<file path="src/rtl/serial_status_pkg.sv">
package serial_status_pkg;

	// ==========================================================
	// Register map, byte addresses on the Avalon slave.
	localparam logic [4:0] STATUS_OFS = 5'h00;
	localparam logic [4:0] CARD_OFS   = 5'h04;
	localparam logic [4:0] CTRL_OFS   = 5'h08;
	localparam logic [4:0] TXH_OFS    = 5'h0c;
	localparam logic [4:0] RXH_OFS    = 5'h10;

	// ==========================================================
	// Status register fields.
	localparam int ST_TRANSMIT_EMPTY_FLAG = 7;
	localparam int ST_RECEIVE_FULL_FLAG = 6;
	localparam int ST_OVERRUN_FAULT_FLAG = 5;
	localparam int ST_FER  = 4;
	localparam int ST_PER  = 3;
	localparam int ST_TRANSMIT_DONE_FLAG = 2;
	localparam int ST_MPB  = 1;
	localparam int ST_MULTIPROC_TX_BIT = 0;
	localparam logic [7:0] ST_RESET = 8'h84;

	// ==========================================================
	// Card mode register fields.
	localparam int CM_CLOCK_COUNT_TOP_BIT = 7;
	localparam int CM_BIT_ORDER_SELECT = 3;
	localparam int CM_DATA_INVERT_SELECT = 2;
	localparam int CM_CARD_MODE_SELECT = 0;
	localparam logic [7:0] CM_WRITABLE = 8'h8d;
	localparam logic [7:0] CM_ONES     = 8'h72;
	localparam logic [7:0] CM_RESET    = 8'hf2;

	// ==========================================================
	// Control register fields.
	localparam int CT_TE    = 0;
	localparam int CT_RE    = 1;
	localparam int CT_GM    = 2;
	localparam int CT_BLK   = 3;
	localparam int CT_CLOCK_COUNT_LOW_BIT  = 4;
	localparam int CT_CLOCK_COUNT_MID_BIT  = 5;
	localparam int CT_SYNC  = 6;
	localparam int CT_SEVEN = 7;
	localparam logic [7:0] CT_RESET = 8'h00;

	// ==========================================================
	// Transmit-done delay in half bit-time units.
	localparam logic [2:0] HALF_ETU_BLK0 = 3'h5;
	localparam logic [2:0] HALF_ETU_BLK1 = 3'h3;
	localparam logic [2:0] HALF_ETU_GM1  = 3'h2;

	typedef struct packed {
		logic [4:0]  address;
		logic        read;
		logic        write;
		logic [31:0] writedata;
		logic [3:0]  byteenable;
	} avs_req_t;

	typedef struct packed {
		logic [7:0] data;
		logic       stop_bit;
		logic       parity_ok;
		logic       mp_bit;
	} rx_frame_t;

endpackage

</file>
<file path="src/rtl/bit_order_invert.sv">
`timescale 1ns/1ps
`default_nettype none
module bit_order_invert
(
	input  wire logic [7:0] data_i,
	input  wire logic       seven_bit_i,
	input  wire logic       msb_first_i,
	input  wire logic       invert_i,
	output logic      [7:0] data_o
);
	logic [7:0] inv;
	logic [7:0] rev;

	// The parity bit never passes here, so inversion cannot reach it.
	always_comb
	begin
		inv = invert_i ? ~data_i : data_i;
		if (seven_bit_i)
			inv[7] = data_i[7];
		for (int i = 0; i < 8; i++)
			rev[i] = inv[7 - i];
		data_o = (msb_first_i && !seven_bit_i) ? rev : inv;
	end
endmodule
`default_nettype wire

</file>
<file path="src/rtl/card_done_timer.sv">
`timescale 1ns/1ps
`default_nettype none
module card_done_timer
	import serial_status_pkg::*;
(
	input  wire logic ref_clk_i,
	input  wire logic rstn_i,
	input  wire logic start_i,
	input  wire logic half_etu_i,
	input  wire logic gm_i,
	input  wire logic blk_i,
	output logic      fire_o
);
	typedef struct packed {
		logic       busy;
		logic [2:0] cnt;
		logic       fire;
	} tmr_t;

	tmr_t       tmr_ff;
	tmr_t       nxt_tmr;
	logic [2:0] target;

	always_comb
	begin
		target = gm_i ? HALF_ETU_GM1 : (blk_i ? HALF_ETU_BLK1 : HALF_ETU_BLK0);
		nxt_tmr = tmr_ff;
		nxt_tmr.fire = 1'b0;
		if (start_i)
		begin
			nxt_tmr.busy = 1'b1;
			nxt_tmr.cnt = 3'h0;
		end
		else if (tmr_ff.busy && half_etu_i)
		begin
			nxt_tmr.cnt = tmr_ff.cnt + 3'h1;
			if (nxt_tmr.cnt == target)
			begin
				nxt_tmr.busy = 1'b0;
				nxt_tmr.fire = 1'b1;
			end
		end
	end

	always_ff @(posedge ref_clk_i or negedge rstn_i)
	begin
		if (!rstn_i)
			tmr_ff <= '0;
		else
			tmr_ff <= nxt_tmr;
	end

	assign fire_o = tmr_ff.fire;
endmodule
`default_nettype wire

</file>
<file path="src/rtl/serial_status_card.sv">
// Behaviour
// - Stop bit sampled 0 sets framing fault.
// - Two stop bits: only first is checked.
// - Framing fault: store char, no full flag.
// - Synchronous mode: framing fault stops transmission.
// - Flags clear by write 0 after read 1.
// - Receive disable keeps fault flags unchanged.
// - Parity fault: set flag, store, no full.
// - Normal transmit-done set/clear conditions.
// - Capture received multiprocessor bit.
// - Append multiprocessor transmit bit to frames.
// - Card mode transmit-empty set conditions, init 1.
// - Full flag only on clean reception.
// - Overrun keeps old char and halts reception.
// - Low error signal sets error-signal flag.
// - Card transmit-done after 2.5/1.5/1.0 etu.
// - Three clock-count bits select cycles per bit.
// - Card reserved bits read 1, ignore writes.
// - Bit order select, 7-bit always LSB-first; applied here in card mode only.
// - Inversion touches data bits, never parity; applied here in card mode only.
// - Card mode select picks smart card mode.
// - Card fields writable only with TE=RE=0.
//
// Chosen here: the Avalon-MM interface to the registers and the address map.
`timescale 1ns/1ps
`default_nettype none
module serial_status_card
	import serial_status_pkg::*;
(
	input  wire logic                         ref_clk_i,
	input  wire logic                         rstn_i,
	input  wire serial_status_pkg::avs_req_t  avs_i,
	output logic                       [31:0] avs_readdata_o,
	output logic                              avs_waitrequest_o,
	input  wire logic                         rx_valid_i,
	input  wire serial_status_pkg::rx_frame_t rx_frame_i,
	input  wire logic                         tx_take_i,
	input  wire logic                         tx_last_bit_i,
	input  wire logic                         half_etu_i,
	input  wire logic                         err_line_i,
	input  wire logic                         err_sample_i,
	output logic                              tx_load_o,
	output logic                        [7:0] tx_data_o,
	output logic                              tx_mp_bit_o,
	output logic                              rx_halt_o,
	output logic                              tx_halt_o,
	output logic                        [2:0] clock_count_sel_o,
	output logic                              smart_card_o
);
	import serial_status_pkg::*;

	// ==========================================================
	// State.
	typedef struct packed {
		logic        waitreq;
		logic [31:0] rdata;
		logic        transmit_empty_flag;
		logic        receive_full_flag;
		logic        overrun_fault_flag;
		logic        framing_fault_flag;
		logic        error_signal_flag;
		logic        parity_fault_flag;
		logic        transmit_done_flag;
		logic        multiproc_rx_bit;
		logic        multiproc_tx_bit;
		logic [4:0]  arm;
		logic [7:0]  card;
		logic [7:0]  ctrl;
		logic [7:0]  txh;
		logic [7:0]  rxh;
		logic        tx_load;
		logic [7:0]  tx_data;
		logic        tx_mp;
		logic        err_s1;
		logic        err_s2;
		logic        rx_halt;
		logic        tx_halt;
	} state_t;

	// The error line idles high, so its synchroniser starts high as well.
	localparam state_t RST_STATE = '{waitreq: 1'b1, transmit_empty_flag: ST_RESET[ST_TRANSMIT_EMPTY_FLAG],
		transmit_done_flag: ST_RESET[ST_TRANSMIT_DONE_FLAG], card: CM_RESET, ctrl: CT_RESET,
		err_s1: 1'b1, err_s2: 1'b1, default: '0};

	state_t     state_ff;
	state_t     nxt_state;
	logic       req;
	logic       done;
	logic       wr;
	logic       st_wr;
	logic [4:0] clr;
	logic       te;
	logic       re;
	logic       card_mode_select;
	logic       halted;
	logic       rx_ok;
	logic       fire;
	logic [7:0] tx_fmt;
	logic [7:0] rx_fmt;

	function automatic logic [7:0] status_val(input state_t s);
		status_val = {s.transmit_empty_flag, s.receive_full_flag, s.overrun_fault_flag,
			s.card[CM_CARD_MODE_SELECT] ? s.error_signal_flag : s.framing_fault_flag, s.parity_fault_flag, s.transmit_done_flag, s.multiproc_rx_bit, s.multiproc_tx_bit};
	endfunction

	function automatic logic [31:0] read_word(input state_t s,
		input logic [4:0] a);
		read_word = 32'h0;
		if (a == STATUS_OFS)
			read_word[7:0] = status_val(s);
		else if (a == CARD_OFS)
			read_word[7:0] = s.card | CM_ONES;
		else if (a == CTRL_OFS)
			read_word[7:0] = s.ctrl;
		else if (a == TXH_OFS)
			read_word[7:0] = s.txh;
		else if (a == RXH_OFS)
			read_word[7:0] = s.rxh;
	endfunction

	// ==========================================================
	// Data formatting, shared by both directions.
	bit_order_invert u_tx_fmt
	(
		.data_i      (state_ff.txh),
		.seven_bit_i (state_ff.ctrl[CT_SEVEN]),
		.msb_first_i (card_mode_select && state_ff.card[CM_BIT_ORDER_SELECT]),
		.invert_i    (card_mode_select && state_ff.card[CM_DATA_INVERT_SELECT]),
		.data_o      (tx_fmt)
	);

	bit_order_invert u_rx_fmt
	(
		.data_i      (rx_frame_i.data),
		.seven_bit_i (state_ff.ctrl[CT_SEVEN]),
		.msb_first_i (card_mode_select && state_ff.card[CM_BIT_ORDER_SELECT]),
		.invert_i    (card_mode_select && state_ff.card[CM_DATA_INVERT_SELECT]),
		.data_o      (rx_fmt)
	);

	card_done_timer u_timer
	(
		.ref_clk_i  (ref_clk_i),
		.rstn_i     (rstn_i),
		.start_i    (state_ff.tx_load),
		.half_etu_i (half_etu_i),
		.gm_i       (state_ff.ctrl[CT_GM]),
		.blk_i      (state_ff.ctrl[CT_BLK]),
		.fire_o     (fire)
	);

	// ==========================================================
	// Next state.
	always_comb
	begin
		te = state_ff.ctrl[CT_TE];
		re = state_ff.ctrl[CT_RE];
		card_mode_select = state_ff.card[CM_CARD_MODE_SELECT];
		// Any fault halts reception; receive enable has no say here.
		halted = state_ff.overrun_fault_flag || state_ff.framing_fault_flag || state_ff.parity_fault_flag;
		rx_ok = rx_valid_i && re && !halted;
		req = avs_i.read || avs_i.write;
		done = req && !state_ff.waitreq;
		wr = done && avs_i.write && avs_i.byteenable[0];
		st_wr = wr && (avs_i.address == STATUS_OFS);
		nxt_state = state_ff;
		nxt_state.err_s1 = err_line_i;
		nxt_state.err_s2 = state_ff.err_s1;
		nxt_state.tx_load = 1'b0;

		// One wait state: the answer is registered, then released.
		if (req && state_ff.waitreq)
		begin
			nxt_state.waitreq = 1'b0;
			nxt_state.rdata = read_word(state_ff, avs_i.address);
		end
		else
			nxt_state.waitreq = 1'b1;

		if (done && avs_i.read && avs_i.address == STATUS_OFS)
			nxt_state.arm = state_ff.arm | state_ff.rdata[7:3];

		// Clears first; the hardware sets below win in the same cycle.
		clr = st_wr ? (~avs_i.writedata[7:3] & state_ff.arm) : 5'h0;
		if (st_wr)
		begin
			nxt_state.arm = 5'h0;
			nxt_state.multiproc_tx_bit = avs_i.writedata[ST_MULTIPROC_TX_BIT];
		end
		if (clr[4])
		begin
			nxt_state.transmit_empty_flag = 1'b0;
			nxt_state.transmit_done_flag = 1'b0;
		end
		if (clr[3])
			nxt_state.receive_full_flag = 1'b0;
		if (clr[2])
			nxt_state.overrun_fault_flag = 1'b0;
		if (clr[1] && card_mode_select)
			nxt_state.error_signal_flag = 1'b0;
		if (clr[1] && !card_mode_select)
			nxt_state.framing_fault_flag = 1'b0;
		if (clr[0])
			nxt_state.parity_fault_flag = 1'b0;

		if (wr && avs_i.address == CARD_OFS && !te && !re)
			nxt_state.card = (avs_i.writedata[7:0] & CM_WRITABLE) | CM_ONES;
		if (wr && avs_i.address == CTRL_OFS)
			nxt_state.ctrl = avs_i.writedata[7:0];
		if (wr && avs_i.address == TXH_OFS)
			nxt_state.txh = avs_i.writedata[7:0];

		// Transmit side.
		if (tx_take_i && te && !state_ff.transmit_empty_flag && !state_ff.tx_halt)
		begin
			nxt_state.tx_load = 1'b1;
			nxt_state.tx_data = tx_fmt;
			nxt_state.tx_mp = state_ff.multiproc_tx_bit;
			nxt_state.transmit_empty_flag = 1'b1;
		end
		if (!te)
		begin
			nxt_state.transmit_empty_flag = 1'b1;
			nxt_state.transmit_done_flag = 1'b1;
		end
		if (!card_mode_select && tx_last_bit_i && state_ff.transmit_empty_flag)
			nxt_state.transmit_done_flag = 1'b1;
		if (card_mode_select && fire && !state_ff.error_signal_flag && state_ff.transmit_empty_flag)
			nxt_state.transmit_done_flag = 1'b1;

		// Receive side. Only the first stop bit reaches this block.
		if (rx_ok)
		begin
			nxt_state.multiproc_rx_bit = rx_frame_i.mp_bit;
			if (state_ff.receive_full_flag)
				nxt_state.overrun_fault_flag = 1'b1;
			else if (!card_mode_select && !rx_frame_i.stop_bit)
			begin
				nxt_state.framing_fault_flag = 1'b1;
				nxt_state.rxh = rx_fmt;
			end
			else if (!rx_frame_i.parity_ok)
			begin
				nxt_state.parity_fault_flag = 1'b1;
				nxt_state.rxh = rx_fmt;
			end
			else
			begin
				nxt_state.receive_full_flag = 1'b1;
				nxt_state.rxh = rx_fmt;
			end
		end
		if (card_mode_select && err_sample_i && !state_ff.err_s2)
			nxt_state.error_signal_flag = 1'b1;

		nxt_state.rx_halt = nxt_state.overrun_fault_flag || nxt_state.framing_fault_flag || nxt_state.parity_fault_flag;
		nxt_state.tx_halt = !nxt_state.card[CM_CARD_MODE_SELECT]
			&& nxt_state.ctrl[CT_SYNC]
			&& (nxt_state.framing_fault_flag || nxt_state.overrun_fault_flag);
	end

	always_ff @(posedge ref_clk_i or negedge rstn_i)
	begin
		if (!rstn_i)
			state_ff <= RST_STATE;
		else
			state_ff <= nxt_state;
	end

	// ==========================================================
	// Outputs.
	assign avs_readdata_o = state_ff.rdata;
	assign avs_waitrequest_o = state_ff.waitreq;
	assign tx_load_o = state_ff.tx_load;
	assign tx_data_o = state_ff.tx_data;
	assign tx_mp_bit_o = state_ff.tx_mp;
	assign rx_halt_o = state_ff.rx_halt;
	assign tx_halt_o = state_ff.tx_halt;
	assign smart_card_o = state_ff.card[CM_CARD_MODE_SELECT];
	assign clock_count_sel_o = {state_ff.card[CM_CLOCK_COUNT_TOP_BIT],
		state_ff.ctrl[CT_CLOCK_COUNT_MID_BIT], state_ff.ctrl[CT_CLOCK_COUNT_LOW_BIT]};
endmodule
`default_nettype wire

</file>
<file path="config.mk">
export PLATFORM = sky130hd
export DESIGN_NAME = serial_status_card
export DESIGN_NICKNAME = d
export VERILOG_FILES = /design/src/rtl/serial_status_pkg.sv /design/src/rtl/bit_order_invert.sv /design/src/rtl/card_done_timer.sv /design/src/rtl/serial_status_card.sv
export SDC_FILE = /design/constraint.sdc
export NUM_CORES = 1
export LEC_CHECK = 0
export ABC_AREA = 1
export BUFFER_PORTS_ARGS = -buffer_cell sky130_fd_sc_hd__buf_2
export CAP_MARGIN = 20
export CORE_UTILIZATION = 48
export CTS_CLUSTER_SIZE = 8
export DETAILED_ROUTE_END_ITERATION = 8
export PLACE_DENSITY = 0.86
export SLEW_MARGIN = 20
export SYNTH_ARGS = -nofsm -noshare
export SYNTH_HDL_FRONTEND = slang
export SYNTH_SLANG_ARGS = --single-unit
</file>
<file path="constraint.sdc">
create_clock -name ref_clk_i -period 1.3 [get_ports ref_clk_i]
set_input_delay 0.195 -clock ref_clk_i [delete_from_list [all_inputs] [get_ports ref_clk_i]]
set_output_delay 0.195 -clock ref_clk_i [all_outputs]
set_load 0.1 [all_outputs]
</file>
# Yosys cells after proc, flatten, opt, wreduce, memory -nomap -nowiden
# Index checks and enable logic that the tools add are counted.
dict set report op_classes {
  n_addsub 1
  mul 0
  n_div 0
  magnitude_cmp 0
  n_eq_ne 7
  shift 0
  muxes 49
  bitwise 6
  reduce_logical 57
}
# operator n
set op_table {}
lappend op_table {{$mux 8} 9}
lappend op_table {{$logic_and 1x1->1} 33}
lappend op_table {{$mux 1} 30}
lappend op_table {{$mux 5} 4}
lappend op_table {{$not 8->8} 2}
lappend op_table {{$logic_not 1->1} 12}
lappend op_table {{$eq 5x4->1 const B} 2}
lappend op_table {{$mux 10} 1}
lappend op_table {{$mux 3} 3}
lappend op_table {{$reduce_bool 2->1} 4}
lappend op_table {{$mux 7} 1}
lappend op_table {{$and 5x5->5} 1}
lappend op_table {{$eq 5x3->1 const B} 1}
lappend op_table {{$eq 5x5->1 const B} 1}
lappend op_table {{$logic_not 5->1} 1}
lappend op_table {{$logic_or 1x1->1} 5}
lappend op_table {{$not 5->5} 1}
lappend op_table {{$or 5x5->5} 1}
lappend op_table {{$mux 4} 1}
lappend op_table {{$ne 4x1->1 const B} 1}
lappend op_table {{$reduce_and 2->1} 2}
lappend op_table {{$add 3x1->3 const B} 1}
lappend op_table {{$eq 3x3->1} 1}
lappend op_table {{$ne 3x1->1 const B} 1}
lappend op_table {{$not 1->1} 1}
dict set report word_totals {
  register_bits 70
  latch_bits 0
  ramBits 0
  rom_bits 0
  in_bits 62
  output_inout_bits 49
  n_memories 0
}

# Depth between registers and ports, before layout
dict set report logic_depth {
  word_depth 13
  depth_mapped 10
  ltp_nobuf 10
}

# Cells and area by module
# Synthesis repeated with hierarchy kept, for this count alone.
dict set report unflattened {
  cells_unflattened 524
  area_unflattened_um2 4061.4
}
# module n_inst cells_each area_each_um2
set modules_own_cells {}
lappend modules_own_cells {serial_status_card 1 388 3294.4}
lappend modules_own_cells {bit_order_invert 2 48 239.0}
lappend modules_own_cells {card_done_timer 1 40 289.0}

# Worst setup path after synthesis
# OpenSTA, ideal clock, no wires.
dict set report synth_path {
  path_kind {reg-to-reg}
  startpoint {reg state_ff (netlist bit smart_card_o)}
  endpoint {reg state_ff[15] (netlist name)}
  setup_time_ns 0.126
  t_arrival_ns 1.856
  required_time_ns 1.174
  path_slack_ns -0.682
  stages_incl_launch_ff 8
  n_path_buf 2
  synth_period_minus_slack_ns 1.982
  path_cell_list {dfrtp_1 -> buf_4 -> nand2_2 -> nor2_4 -> inv_1 -> buf_6 -> o21ai_0 -> o22ai_1}
}
dict set report synth_between {
  elab_chain_cells 3
  word_cells_on_any_way 5
  classes_between {mux: 2; reduce/logical: 3}
}
# item line
set synth_lines {}
lappend synth_lines {{start: declaration} serial_status_card.sv:85} ;# state_t state_ff;
lappend synth_lines {{start signal: assignment} serial_status_card.sv:267} ;# state_ff <= nxt_state;
lappend synth_lines {{$logic_and 1x1->1 (on tied branches)} {serial_status_card.sv:137, serial_status_card.sv:136}}
lappend synth_lines {{$mux 8 or $logic_and 1x1->1 (tied branches)} {bit_order_invert.sv:17, bit_order_invert.sv:22}}
lappend synth_lines {{$mux 8 *} bit_order_invert.sv:22} ;# data_o = (msb_first_i && !seven_bit_i) ? rev : inv;
# Every way passes the cells marked *; elsewhere a longest branch is shown, timed or not.
# A chain may end at the register's enable or synchronous reset.

==> impl_metrics.py <==
metrics = {
    "run_status": {
        "violations": "setup timing",
        "status": "finished with violations",
    },
    "timing": {
        "clock_skew_ps": 14.25,
        "finalCritPeriodShare": 1.163,
        "hold_viol": 0,
        "setup_ws_ps": -212.2,
        "setup_viol_count_final": 56,
        "rsz0062_at_grt": "true",
        "fin_crit_ps": 1512,
        "slew_violations": 0,
        "setup_tns_ps": -4373,
        "clock.fmax_mhz": 661.3,
    },
    "pwr": {
        "p_sw_frac": 0.3718,
        "p_switching_w": 0.002673,
        "p_int_w": 0.004516,
        "pwr-share-comb": 0.314,
        "powerDensity_mw_per_mm2": 1250,
        "power.leakage_nw": 2.758,
        "pwr-share-clk": 0.288,
        "seqPwrFrac": 0.398,
        "vdd_drop_max_mv": 1.163,
    },
    "clocking": {
        "path_clk_slew_ps": 80,
        "clock_sinks": 70,
        "h-tree-depth": 3,
        "clockBufferDepth": 2,
        "cts_made_buffers": 9,
        "insertion_delay_ps": 360,
        "ctsRootBufferMaster": "clkbuf_8",
        "cts_tree": "yes",
    },
    "job": {
        "drv_cap": 0,
    },
    "route": {
        "wl_per_cell_um": 18.26,
        "dr.pass1.iters": 5,
        "num_vias": 3763,
        "vias_per_cell": 5.616,
        "drt_wl_total_mm": 12.23,
        "first_iter_violations": 310,
        "ant_nets": 0,
        "drc": 0,
    },
    "worst_hold_path": {
        "hold_path.class": "in -> reg",
    },
    "setup_path": {
        "cp-start-kind": "flop",
        "cp.required_ps": 1600,
        "arrival_ps": 1810,
        "critPathMaxFanout": 7,
        "endpoint_kind": "flop",
        "critical_path_class": "reg -> reg",
    },
    "logic_synthesis": {
        "yosys.area.top_type_share": 0.4009,
        "synth_top_area_cell": "dfrtp_1",
        "synth-seq-cells": 70,
        "ys_seq_area_frac": 0.4403,
        "synthFlopType": "dfrtp_1",
        "synth_edf_count": 0,
        "ys_warn_count": 0,
        "syn_inst": 460,
        "synthTopCellsByArea": "dfrtp_1 (40%), buf_4 (8.6%), nand2_1 (8.5%), o21ai_0 (6.8%), dfstp_2 (3.9%)",
        "ys_types": 40,
        "synthesis.area_mm2": 0.003995,
        "avgSynthCellArea_um2": 8.685,
        "ys_async_sr_fraction": 1.000,
    },
    "finish": {
        "num_antenna_cells": 0,
        "post-route-util": 0.7292,
        "fill_cells": 494,
        "mostFrequentLayoutCells": "nand2_1 (64), dfrtp_1 (60), buf_4 (36), buf_2 (34), nor2_1 (30)",
        "final_nets": 626,
        "final_common_cell": "nand2_1",
        "fin_area_mm2": 0.005752,
        "layout-drive-gt1-share": 0.4824,
        "area_delta_synth_final_pct": 43.97,
    },
    "grt": {
        "met2_usage": 0.4540,
        "grt_pass1_vias": 3567,
        "antenna_found_initial": 0,
        "grt_usage": 0.2641,
        "met1_usage": 0.3228,
        "grt_start_max_net_pins": 71,
        "use_met3": 0.03902,
        "top_usage_layer": "met2",
        "grt_pass1_wl_mm": 17.24,
        "grt_overflow": 0,
    },
    "place": {
        "io_buffers": 59,
        "dp_hpwl_mm": 7.329,
        "placed_area_mm2": 0.004795,
        "routabilityCongestion": 0.8916,
    },
    "die": {
        "die_w_um": 93.23,
        "ioPinCount": 111,
        "start_util": 0.5065,
        "die_area_mm2": 0.008692,
        "rows": 32,
        "fp.coreArea_mm2": 0.007888,
        "fp.dieH_um": 93.23,
    },
}
synth_stat cells, types with 6 or more instances:
cell	n
dfstp_2	6
nand4_1	21
xnor2_1	9
dfrtp_1	64
nor2_1	41
o22a_1	8
nand3_1	13
nand2_2	7
buf_4	46
o21ai_2	9
nand2_1	90
xor2_1	8
o21ai_0	54
inv_1	36
final timing paths:
kind	start	endpoint	slack, ps	depth (start not counted)
hold / removal	rx_frame_i[0]	state_ff[52]$_DFFE_PN0P_	50	3
min in group asynchronous	rstn_i	u_timer.fire_o$_DFF_PN0_	390	3
setup / recovery	avs_waitrequest_o$_DFF_PN1_	tx_halt_o$_DFF_PN0_	-210	8
setup reg to reg	avs_waitrequest_o$_DFF_PN1_	tx_halt_o$_DFF_PN0_	-210	8
max in group asynchronous	rstn_i	clock_count_sel_o[2]$_DFFE_PN1N_	580	3
hold reg to reg	nxt_state[2]$_DFF_PN1_	state_ff[2]$_DFF_PN1_	360	0
area by class of cell:
| cell class | instances | area (µm²) | area share |
|---|---|---|---|
| clock buffer | 11 | 151.4 | 0.02632 |
| clock inverter | 5 | 81.33 | 0.01414 |
| inverter | 40 | 172.7 | 0.03002 |
| multi-input combinational | 320 | 2191 | 0.3809 |
| sequential | 70 | 1773 | 0.3082 |
| tap | 102 | 127.6 | 0.02219 |
| timing repair buffer | 122 | 1255 | 0.2182 |
timing repair:
action                                 CTS  global route
resized for setup                       56            90
setup endpoints to repair               30            64
buffers inserted                        10            12
hold buffers                             2             0
gates cloned                             2             2
pin swaps                               12            29
endpoints found under the hold margin   65             0
logic make-up after synthesis:
group | count (synthesis) | share of synthesized area
compound gates | 84 | 0.1290
xor+xnor | 17 | 0.03727
fa+ha+maj | 1 | 0.003131
buf+inv | 95 | 0.1428
flops | 70 | 0.4403
mux | 1 | 0.003757
other cells | 1 | 0.0009387
simple gates | 191 | 0.2427
power by group through the flow:
stage | Sequential [W] | Combinational (W) | Clock (W)
after floorplan | 0.00283 | 0.00140 | 0
after global placement | 0.00281 | 0.00184 | 0
after detailed placement | 0.00284 | 0.00191 | 0
after CTS | 0.00281 | 0.00201 | 0.00206
after global routing | 0.00288 | 0.00240 | 0.00216
final | 0.00286 | 0.00226 | 0.00207
layer usage:
metal | vias up | wire length [µm]
li1 | 1648 | -
met1 | 1837 | 4613
met2 | 229 | 6347
met3 | 49 | 814
met4 | 0 | 459
met5 | - | 0
metrics by stage:
stage          worst slack (ps)  cells  hold WS, ps  power (W)
5_1_grt                  -254.2    670        59.28   0.007449
3_5_place_dp             -94.73    627        246.1   0.004748
3_3_place_gp             -52.27    627        241.4   0.004646
2_1_floorplan            -226.2    483       -100.6   0.004223
4_1_cts                  -155.8    656        44.57   0.006883
6_report                 -212.2    670        54.91   0.007189
state kept, by name, indices dropped and copies added, names as in the netlist:
signal and cells:
re 1, tx_halt_o 1, nxt_state 1, tx_mp_bit_o 1, tx_load_o 1, avs_readdata_o 8
smart_card_o 1, avs_waitrequest_o 1, u_timer.fire_o 1, rx_halt_o 1, tx_data_o 8, state_ff 38
u_timer.tmr_ff 4, clock_count_sel_o 3
worst max-delay path, cell delays in order (launching register included):
cell	delay (ps)
dfstp_4	490
buf_6	120
inv_4	60
nand2_4	60
nor2_4	270
nand2_2	120
o21ai_2	120
nand2_2	80
nor2_2	110
No activity file was read; power rests on OpenSTA's default activity.
